`src/hdl/ssxa_pkg.sv`:
```
package ssxa_pkg;

   // ==========================================================
   // Operand widths
   localparam int DATA_W = 8;
   localparam int FADDR_W = 7;
   localparam int NIB_W = 4;

   // ==========================================================
   // Register map, byte addresses
   localparam logic [7:0] ACC_OFS = 8'h00;
   localparam logic [7:0] STATUS_OFS = 8'h04;
   localparam logic [7:0] DIR_A_OFS = 8'h08;
   localparam logic [7:0] DIR_B_OFS = 8'h0c;
   localparam logic [7:0] DIR_C_OFS = 8'h10;

   // ==========================================================
   // Status field positions
   localparam int CARRY_BIT = 0;
   localparam int HALF_CARRY_BIT = 1;
   localparam int ZERO_BIT = 2;

   // ==========================================================
   // Reset values
   localparam logic [7:0] ACC_RST = 8'h00;
   localparam logic [7:0] DIR_RST = 8'hff;
   localparam logic FLAG_RST = 1'b0;

   // ==========================================================
   // Direction selector codes
   localparam logic [6:0] DIR_SEL_A = 7'h05;
   localparam logic [6:0] DIR_SEL_B = 7'h06;
   localparam logic [6:0] DIR_SEL_C = 7'h07;

   // ==========================================================
   // Bus responses
   localparam logic [1:0] RESP_OKAY = 2'h0;
   localparam logic [1:0] RESP_SLVERR = 2'h2;

   // ==========================================================
   // Commands
   typedef enum logic [2:0] {
      OP_SUB,
      OP_SUB_BORROW,
      OP_NIBBLE_EXCHANGE,
      OP_XOR_IMMEDIATE,
      OP_XOR_FILE,
      OP_LOAD_DIRECTION
   } ssxa_op_t;

   typedef struct packed {
      ssxa_op_t op;
      logic [6:0] addr;
      logic dest;
      logic [7:0] literal;
   } ssxa_instr_t;

   typedef struct packed {
      logic [7:0] result;
      logic carry;
      logic half_carry;
      logic zero;
      logic upd_carry;
      logic upd_zero;
      logic to_acc;
      logic to_file;
      logic to_dir;
   } ssxa_alu_out_t;

endpackage

```
`src/hdl/ssxa_core.sv`:
```
`timescale 1ns/1ns
// Notes on behaviour
// - Subtract computes file minus accumulator, two's complement
// - Carry and half carry mean no borrow
// - Borrow subtract also takes the carry flag, uninverted, as carry-in
// - Destination bit picks accumulator or file
// - Nibble exchange swaps halves, flags untouched
// - Immediate XOR into accumulator, zero only
// - File XOR routed by destination, zero only
// - Direction load selects port by 5..7
// - Direction load leaves all flags alone
module ssxa_core #(
   parameter int ADDR_W = 8
) (
   input wire logic ref_clk_i,
   input wire logic resetn_i,
   input wire logic [ADDR_W-1:0] s_axi_awaddr,
   input wire logic s_axi_awvalid,
   output logic s_axi_awready,
   input wire logic [31:0] s_axi_wdata,
   input wire logic [3:0] s_axi_wstrb,
   input wire logic s_axi_wvalid,
   output logic s_axi_wready,
   output logic [1:0] s_axi_bresp,
   output logic s_axi_bvalid,
   input wire logic s_axi_bready,
   input wire logic [ADDR_W-1:0] s_axi_araddr,
   input wire logic s_axi_arvalid,
   output logic s_axi_arready,
   output logic [31:0] s_axi_rdata,
   output logic [1:0] s_axi_rresp,
   output logic s_axi_rvalid,
   input wire logic s_axi_rready,
   input wire logic instr_valid_i,
   input wire ssxa_pkg::ssxa_instr_t instr_i,
   input wire logic [7:0] file_rdata_i,
   output logic file_we_o,
   output logic [6:0] file_waddr_o,
   output logic [7:0] file_wdata_o,
   output logic [7:0] acc_o,
   output logic carry_o,
   output logic half_carry_o,
   output logic zero_o,
   output logic [7:0] port_a_direction_o,
   output logic [7:0] port_b_direction_o,
   output logic [7:0] port_c_direction_o
);
   ssxa_pkg::ssxa_alu_out_t alu;
   logic [7:0] acc_r, acc_nxt;
   logic carry_r, carry_nxt, hc_r, hc_nxt, zero_r, zero_nxt;
   logic [7:0] dir_a_r, dir_a_nxt, dir_b_r, dir_b_nxt, dir_c_r, dir_c_nxt;
   logic fwe_r, fwe_nxt;
   logic [6:0] fwa_r, fwa_nxt;
   logic [7:0] fwd_r, fwd_nxt;
   logic aw_hold_r, aw_hold_nxt, w_hold_r, w_hold_nxt;
   logic [ADDR_W-1:0] awaddr_r, awaddr_nxt;
   logic [7:0] wdata_r, wdata_nxt;
   logic wstrb_r, wstrb_nxt;
   logic bvalid_r, bvalid_nxt;
   logic [1:0] bresp_r, bresp_nxt;
   logic rvalid_r, rvalid_nxt;
   logic [1:0] rresp_r, rresp_nxt;
   logic [31:0] rdata_r, rdata_nxt;
   logic do_write, exec;
   logic [7:0] wofs, rofs;

   ssxa_alu u_alu (
      .instr_i(instr_i),
      .acc_i(acc_r),
      .file_i(file_rdata_i),
      .carry_i(carry_r),
      .out_o(alu)
   );

   // ==========================================================
   // Bus write channel
   assign s_axi_awready = ~aw_hold_r & ~bvalid_r;
   assign s_axi_wready = ~w_hold_r & ~bvalid_r;
   assign do_write = aw_hold_r & w_hold_r & ~bvalid_r;
   assign wofs = 8'(awaddr_r);

   always_comb begin
      aw_hold_nxt = aw_hold_r;
      awaddr_nxt = awaddr_r;
      w_hold_nxt = w_hold_r;
      wdata_nxt = wdata_r;
      wstrb_nxt = wstrb_r;
      bvalid_nxt = bvalid_r;
      bresp_nxt = bresp_r;
      if (s_axi_awvalid && s_axi_awready) begin
         aw_hold_nxt = 1'b1;
         awaddr_nxt = s_axi_awaddr;
      end
      if (s_axi_wvalid && s_axi_wready) begin
         w_hold_nxt = 1'b1;
         wdata_nxt = s_axi_wdata[7:0];
         wstrb_nxt = s_axi_wstrb[0];
      end
      if (do_write) begin
         aw_hold_nxt = 1'b0;
         w_hold_nxt = 1'b0;
         bvalid_nxt = 1'b1;
         // Direction registers are read-only but still answer OKAY
         case (wofs)
            ssxa_pkg::ACC_OFS, ssxa_pkg::STATUS_OFS, ssxa_pkg::DIR_A_OFS,
            ssxa_pkg::DIR_B_OFS, ssxa_pkg::DIR_C_OFS: begin
               bresp_nxt = ssxa_pkg::RESP_OKAY;
            end
            default: begin
               bresp_nxt = ssxa_pkg::RESP_SLVERR;
            end
         endcase
      end else if (bvalid_r && s_axi_bready) begin
         bvalid_nxt = 1'b0;
      end
   end

   // ==========================================================
   // Bus read channel
   assign s_axi_arready = ~rvalid_r;
   assign rofs = 8'(s_axi_araddr);

   always_comb begin
      rvalid_nxt = rvalid_r;
      rresp_nxt = rresp_r;
      rdata_nxt = rdata_r;
      if (s_axi_arvalid && s_axi_arready) begin
         rvalid_nxt = 1'b1;
         rresp_nxt = ssxa_pkg::RESP_OKAY;
         rdata_nxt = 32'h0000_0000;
         case (rofs)
            ssxa_pkg::ACC_OFS: begin
               rdata_nxt[7:0] = acc_r;
            end
            ssxa_pkg::STATUS_OFS: begin
               rdata_nxt[ssxa_pkg::CARRY_BIT] = carry_r;
               rdata_nxt[ssxa_pkg::HALF_CARRY_BIT] = hc_r;
               rdata_nxt[ssxa_pkg::ZERO_BIT] = zero_r;
            end
            ssxa_pkg::DIR_A_OFS: begin
               rdata_nxt[7:0] = dir_a_r;
            end
            ssxa_pkg::DIR_B_OFS: begin
               rdata_nxt[7:0] = dir_b_r;
            end
            ssxa_pkg::DIR_C_OFS: begin
               rdata_nxt[7:0] = dir_c_r;
            end
            default: begin
               rresp_nxt = ssxa_pkg::RESP_SLVERR;
            end
         endcase
      end else if (rvalid_r && s_axi_rready) begin
         rvalid_nxt = 1'b0;
      end
   end

   // ==========================================================
   // Execution state
   assign exec = instr_valid_i;

   always_comb begin
      acc_nxt = acc_r;
      carry_nxt = carry_r;
      hc_nxt = hc_r;
      zero_nxt = zero_r;
      dir_a_nxt = dir_a_r;
      dir_b_nxt = dir_b_r;
      dir_c_nxt = dir_c_r;
      fwe_nxt = 1'b0;
      fwa_nxt = fwa_r;
      fwd_nxt = fwd_r;
      // Software write first, so a same-cycle instruction overrides it
      if (do_write && wstrb_r) begin
         if (wofs == ssxa_pkg::ACC_OFS) begin
            acc_nxt = wdata_r;
         end
         if (wofs == ssxa_pkg::STATUS_OFS) begin
            carry_nxt = wdata_r[ssxa_pkg::CARRY_BIT];
            hc_nxt = wdata_r[ssxa_pkg::HALF_CARRY_BIT];
            zero_nxt = wdata_r[ssxa_pkg::ZERO_BIT];
         end
      end
      if (exec) begin
         if (alu.to_acc) begin
            acc_nxt = alu.result;
         end
         if (alu.to_file) begin
            fwe_nxt = 1'b1;
            fwa_nxt = instr_i.addr;
            fwd_nxt = alu.result;
         end
         if (alu.upd_carry) begin
            carry_nxt = alu.carry;
            hc_nxt = alu.half_carry;
         end
         if (alu.upd_zero) begin
            zero_nxt = alu.zero;
         end
         if (alu.to_dir) begin
            // Selectors outside 5..7 are dropped silently
            case (instr_i.addr)
               ssxa_pkg::DIR_SEL_A: dir_a_nxt = alu.result;
               ssxa_pkg::DIR_SEL_B: dir_b_nxt = alu.result;
               ssxa_pkg::DIR_SEL_C: dir_c_nxt = alu.result;
               default: dir_a_nxt = dir_a_r;
            endcase
         end
      end
   end

   always_ff @(posedge ref_clk_i) begin
      if (!resetn_i) begin
         aw_hold_r <= 1'b0;
         awaddr_r <= '0;
         w_hold_r <= 1'b0;
         wdata_r <= 8'h00;
         wstrb_r <= 1'b0;
         bvalid_r <= 1'b0;
         bresp_r <= ssxa_pkg::RESP_OKAY;
         rvalid_r <= 1'b0;
         rresp_r <= ssxa_pkg::RESP_OKAY;
         rdata_r <= 32'h0000_0000;
         acc_r <= ssxa_pkg::ACC_RST;
         carry_r <= ssxa_pkg::FLAG_RST;
         hc_r <= ssxa_pkg::FLAG_RST;
         zero_r <= ssxa_pkg::FLAG_RST;
         dir_a_r <= ssxa_pkg::DIR_RST;
         dir_b_r <= ssxa_pkg::DIR_RST;
         dir_c_r <= ssxa_pkg::DIR_RST;
         fwe_r <= 1'b0;
         fwa_r <= 7'h00;
         fwd_r <= 8'h00;
      end else begin
         aw_hold_r <= aw_hold_nxt;
         awaddr_r <= awaddr_nxt;
         w_hold_r <= w_hold_nxt;
         wdata_r <= wdata_nxt;
         wstrb_r <= wstrb_nxt;
         bvalid_r <= bvalid_nxt;
         bresp_r <= bresp_nxt;
         rvalid_r <= rvalid_nxt;
         rresp_r <= rresp_nxt;
         rdata_r <= rdata_nxt;
         acc_r <= acc_nxt;
         carry_r <= carry_nxt;
         hc_r <= hc_nxt;
         zero_r <= zero_nxt;
         dir_a_r <= dir_a_nxt;
         dir_b_r <= dir_b_nxt;
         dir_c_r <= dir_c_nxt;
         fwe_r <= fwe_nxt;
         fwa_r <= fwa_nxt;
         fwd_r <= fwd_nxt;
      end
   end

   // ==========================================================
   // Outputs
   assign s_axi_bvalid = bvalid_r;
   assign s_axi_bresp = bresp_r;
   assign s_axi_rvalid = rvalid_r;
   assign s_axi_rresp = rresp_r;
   assign s_axi_rdata = rdata_r;
   assign file_we_o = fwe_r;
   assign file_waddr_o = fwa_r;
   assign file_wdata_o = fwd_r;
   assign acc_o = acc_r;
   assign carry_o = carry_r;
   assign half_carry_o = hc_r;
   assign zero_o = zero_r;
   assign port_a_direction_o = dir_a_r;
   assign port_b_direction_o = dir_b_r;
   assign port_c_direction_o = dir_c_r;
endmodule // ssxa_core

```
`src/hdl/ssxa_alu.sv`:
```
`timescale 1ns/1ns
module ssxa_alu (
   input wire ssxa_pkg::ssxa_instr_t instr_i,
   input wire logic [7:0] acc_i,
   input wire logic [7:0] file_i,
   input wire logic carry_i,
   output ssxa_pkg::ssxa_alu_out_t out_o
);
   logic cin;
   logic [8:0] diff;
   logic [4:0] nib_diff;

   // ==========================================================
   // Subtract as file plus inverted accumulator plus carry-in
   always_comb begin
      cin = (instr_i.op == ssxa_pkg::OP_SUB_BORROW) ? carry_i : 1'b1;
      diff = {1'b0, file_i} + {1'b0, ~acc_i} + {8'h00, cin};
      nib_diff = {1'b0, file_i[3:0]} + {1'b0, ~acc_i[3:0]} + {4'h0, cin};
   end

   always_comb begin
      out_o = '0;
      case (instr_i.op)
         ssxa_pkg::OP_SUB, ssxa_pkg::OP_SUB_BORROW: begin
            out_o.result = diff[7:0];
            out_o.carry = diff[8];
            out_o.half_carry = nib_diff[4];
            out_o.upd_carry = 1'b1;
            out_o.upd_zero = 1'b1;
            out_o.to_acc = ~instr_i.dest;
            out_o.to_file = instr_i.dest;
         end
         ssxa_pkg::OP_NIBBLE_EXCHANGE: begin
            out_o.result = {file_i[3:0], file_i[7:4]};
            out_o.to_acc = ~instr_i.dest;
            out_o.to_file = instr_i.dest;
         end
         ssxa_pkg::OP_XOR_IMMEDIATE: begin
            out_o.result = acc_i ^ instr_i.literal;
            out_o.upd_zero = 1'b1;
            out_o.to_acc = 1'b1;
         end
         ssxa_pkg::OP_XOR_FILE: begin
            out_o.result = acc_i ^ file_i;
            out_o.upd_zero = 1'b1;
            out_o.to_acc = ~instr_i.dest;
            out_o.to_file = instr_i.dest;
         end
         ssxa_pkg::OP_LOAD_DIRECTION: begin
            out_o.result = acc_i;
            out_o.to_dir = 1'b1;
         end
         default: begin
            out_o = '0;
         end
      endcase
      out_o.zero = (out_o.result == 8'h00);
   end
endmodule // ssxa_alu

```
`config.mk`:
```
export PLATFORM = sky130hd
export DESIGN_NAME = ssxa_core
export DESIGN_NICKNAME = d
export VERILOG_FILES = /design/src/hdl/ssxa_pkg.sv /design/src/hdl/ssxa_core.sv /design/src/hdl/ssxa_alu.sv
export SDC_FILE = /design/constraint.sdc
export NUM_CORES = 1
export LEC_CHECK = 0
export BUFFER_PORTS_ARGS = -buffer_cell sky130_fd_sc_hd__buf_2
export CAP_MARGIN = 30
export CORE_ASPECT_RATIO = 1.25
export CORE_MARGIN = 4
export CORE_UTILIZATION = 53
export DETAILED_ROUTE_END_ITERATION = 6
export PLACE_DENSITY = 0.86
export SLEW_MARGIN = 20
export SYNTH_ARGS = -nofsm -noshare
export SYNTH_HDL_FRONTEND = slang
export SYNTH_HIERARCHICAL = 1
export SYNTH_SLANG_ARGS = --single-unit
```
`constraint.sdc`:
```
create_clock -name ref_clk_i -period 7.8 [get_ports ref_clk_i]
set_clock_uncertainty 0.2 [all_clocks]
set_input_delay 1.95 -clock ref_clk_i [delete_from_list [all_inputs] [get_ports ref_clk_i]]
set_output_delay 1.95 -clock ref_clk_i [all_outputs]
set_load 0.05 [all_outputs]
```
==> impl_metrics.yaml <==
synthesis:
  synth_cells: 544
  synth-seq-area-share_pct: 35.3
  ys_async_sr_fraction_pct: 0
  syn_avg_cell_area_um2: 8.55
  synthDistinctLibCells: 71
  synthFlopType: "dfxtp_1"
  syn_area_um2: 4650
  synth_edf_count: 0
  yosysWarningCount: 6
  synth-seq-cells: 82
placed_design:
  globalplace.congestion: 0.953
  io_buffers: 125
  dp_slack_ns: 2.26
  hpwl_um: 9850
clocking:
  cts_tree: "done"
  numCtsBuffers: 9
  h-tree-depth: 3
  cts_resized: 0
  clockBufferDepth: 2
  ctsHoldBuffers: 0
  clk_pin_slew_ns: 0.08
  clock_sinks: 82
  postCtsSetupRepairBufs: 0
  clkLatencyLatePin_ns: 0.35
  cts_root_buf: "clkbuf_8"
power_and_ir_drop:
  p_per_area_nw_per_um2: 185
  power_leakage_nw: 2.57
  fin_total_pwr_mw: 1.00
  ir_drop_mv: 0.176
layout:
  layout_commonest_cell: "buf_2"
  fillers: 685
  area_growth_syn_to_layout_pct: 16.2
  drive_above_1_share_pct: 24.6
  antenna-diode-count: 0
  final_nets: 749
  utilization_pct: 64.5
  layout_common_cells: "buf_2 (125), nand2_1 (100), dfxtp_1 (82)"
critical_path:
  critPathLaunchType: "input port"
  arrival_ns: 5.40
  startpoint: "instr_i[17]"
  cp_slowest_cell: "a221o_1"
  crit_family: "simple AND/OR/NAND/NOR gates"
  cp_common_cell: "fa_1"
  cp-end-kind: "flop"
  critPathMaxFanout: 16
  path_cells: "buf_2 -> or2_1 -> or3_1 -> fa_1 -> inv_1 -> fa_1 -> nand2b_1 -> o2bb2ai_1 -> xnor2_1 -> a221o_1 -> nor4_1 -> and4b_1 -> o21ai_0 -> a21oi_1"
  crit_type: "input port to flop"
  cpPeakStageDelay_ns: 0.50
  worstPathRequired_ns: 7.88
  regToRegStartpoint: "carry_o$_SDFF_PN0_"
  worst-path-buf-inv: 2
global_routing:
  grt_usage_pct: 25.0
  grt-ovfl-total: 0
  grt_pass1_wl_um: 20900
  antenna_found_initial: 0
  grt_max_degree: 70
  first_global_vias: 4240
die:
  die_area_um2: 10300
  rows: 37
  core_area_um2: 8380
  die_y_um: 113
  die_w_um: 91.8
  pin_count: 179
  initial_core_util_pct: 55.5
sta:
  worstMarginPinSlew_ns: 0.887
  max_slew_margin_pct: 40.8
  max_freq_mhz: 188
  fin_ws_ns: 2.48
  worst_hold_slack_ns: 0.271
  setup_tns_ns: 0
  setup_violations: 0
  fin_crit_sh_pct: 68.2
  fin_crit_ns: 5.32
  hold_viol: 0
  rsz0062_at_grt: "false"
  slew_violations: 0
detailed_routing:
  ant_nets: 0
  drc: 0
  drtIter0Drc: 418
  num_vias: 4389
  wl_per_cell_um: 16.9
  wl_um: 13100
  first_pass_iters: 5
  vias_per_cell: 5.66
min_path:
  holdCritStartpoint: "file_wdata_o[3]$_SDFFE_PN0P_"
  min_path_type: "flop to flop"
flow_run:
  max-cap-violations: 0
status:
  status: "completed"
where the power goes:
| part | internal (mW) | switching [mW] | leakage [nW] | total (mW) |
|---|---|---|---|---|
| combinational | 0.0722 | 0.170 | 1.80 | 0.242 |
| sequential | 0.434 | 0.0173 | 0.668 | 0.451 |
| clock | 0.166 | 0.143 | 0.101 | 0.308 |
worst register-to-register path: stages, from the launching register on:
cell and delay (ns):
dfxtp_1 0.35, or3_1 0.38, fa_1 0.42, inv_1 0.09
fa_1 0.19, nand2b_1 0.17, o2bb2ai_1 0.23, xnor2_1 0.11
a221o_1 0.50, nor4_1 0.33, and4b_1 0.23, o21ai_0 0.09
a21oi_1 0.16
final timing paths:
kind | cells after the start | slack (ns) | endpoint
setup / recovery | 14 | 2.48 | zero_o$_SDFF_PN0_
hold / removal | 2 | 0.27 | file_wdata_o[3]$_SDFFE_PN0P_
setup reg to reg | 12 | 4.30 | zero_o$_SDFF_PN0_
hold reg to reg | 2 | 0.27 | file_wdata_o[3]$_SDFFE_PN0P_
registers in the layout, summed over array words and instances, names as in the netlist:
register	count
s_axi_bvalid	1
w_hold_r	1
wstrb_r	1
s_axi_bresp	1
aw_hold_r	1
zero_o	1
acc_o	8
file_wdata_o	8
s_axi_rvalid	1
port_c_direction_o	8
file_waddr_o	7
s_axi_rresp	1
half_carry_o	1
port_a_direction_o	8
carry_o	1
file_we_o	1
wdata_r	8
port_b_direction_o	8
s_axi_rdata	8
awaddr_r	8
stage by stage:
step	cells	cell area [um^2]
floorplan	569	4740
global placement	759	5210
detailed placement	759	5210
CTS	775	5410
global route	775	5410
finish	775	5410
routing by layer:
| layer | vias to the layer above | wire length (um) | GRT usage, % |
|---|---|---|---|
| met2 | 220 | 6380 | 41.6 |
| li1 | 2093 | - | - |
| met5 | - | 0 | 0 |
| met4 | 0 | 377 | 10.9 |
| met3 | 28 | 1160 | 5.72 |
| met1 | 2048 | 5180 | 30.9 |
layout make-up:
type	instances	area (um^2)	area share [%]
sequential	82	1640	30.4
clock buffer	14	163	3.01
clock inverter	2	35.0	0.648
tap	117	146	2.71
multi-input combinational	411	2700	49.9
inverter	22	82.6	1.53
timing repair buffer	127	641	11.8
cells in the mapped netlist (3+ instances only):
cell type	instances	area, um^2
xor2_1	5	43.8
o211ai_2	5	62.6
and2_1	3	18.8
nand2b_1	8	50.1
buf_2	6	30.0
mux2i_1	43	430
a21o_1	3	22.5
o21ai_0	23	115
a311oi_1	3	26.3
buf_4	28	210
nor2_1	19	71.3
a31oi_1	7	43.8
or3_1	3	18.8
a21boi_0	36	270
mux4_2	3	67.6
ha_1	7	87.6
a21oi_1	24	120
nor3_1	4	20.0
inv_1	22	82.6
nand3_1	5	25.0
dfxtp_1	82	1640
nor2b_1	10	62.6
a221oi_1	3	26.3
nand4b_1	3	26.3
clkbuf_1	18	67.6
xnor2_1	3	26.3
nand2_1	100	375
o22ai_1	3	18.8
nand4_1	6	37.5
nor3b_1	6	45.0
cell families (layout without fill, tap and decap cells):
group	after synthesis	count (layout)	synth area share [%]
AND/OR/NAND/NOR	187	187	20.2
AO/OA/AOI/OAI	135	135	20.7
flip-flops	82	82	35.3
buffers and inverters	76	165	8.72
multiplexers	46	46	10.7
adder cells (fa/ha/maj)	9	9	2.74
XOR/XNOR	8	8	1.51
other	1	26	0.0806
(Power assumes the default switching activity.)
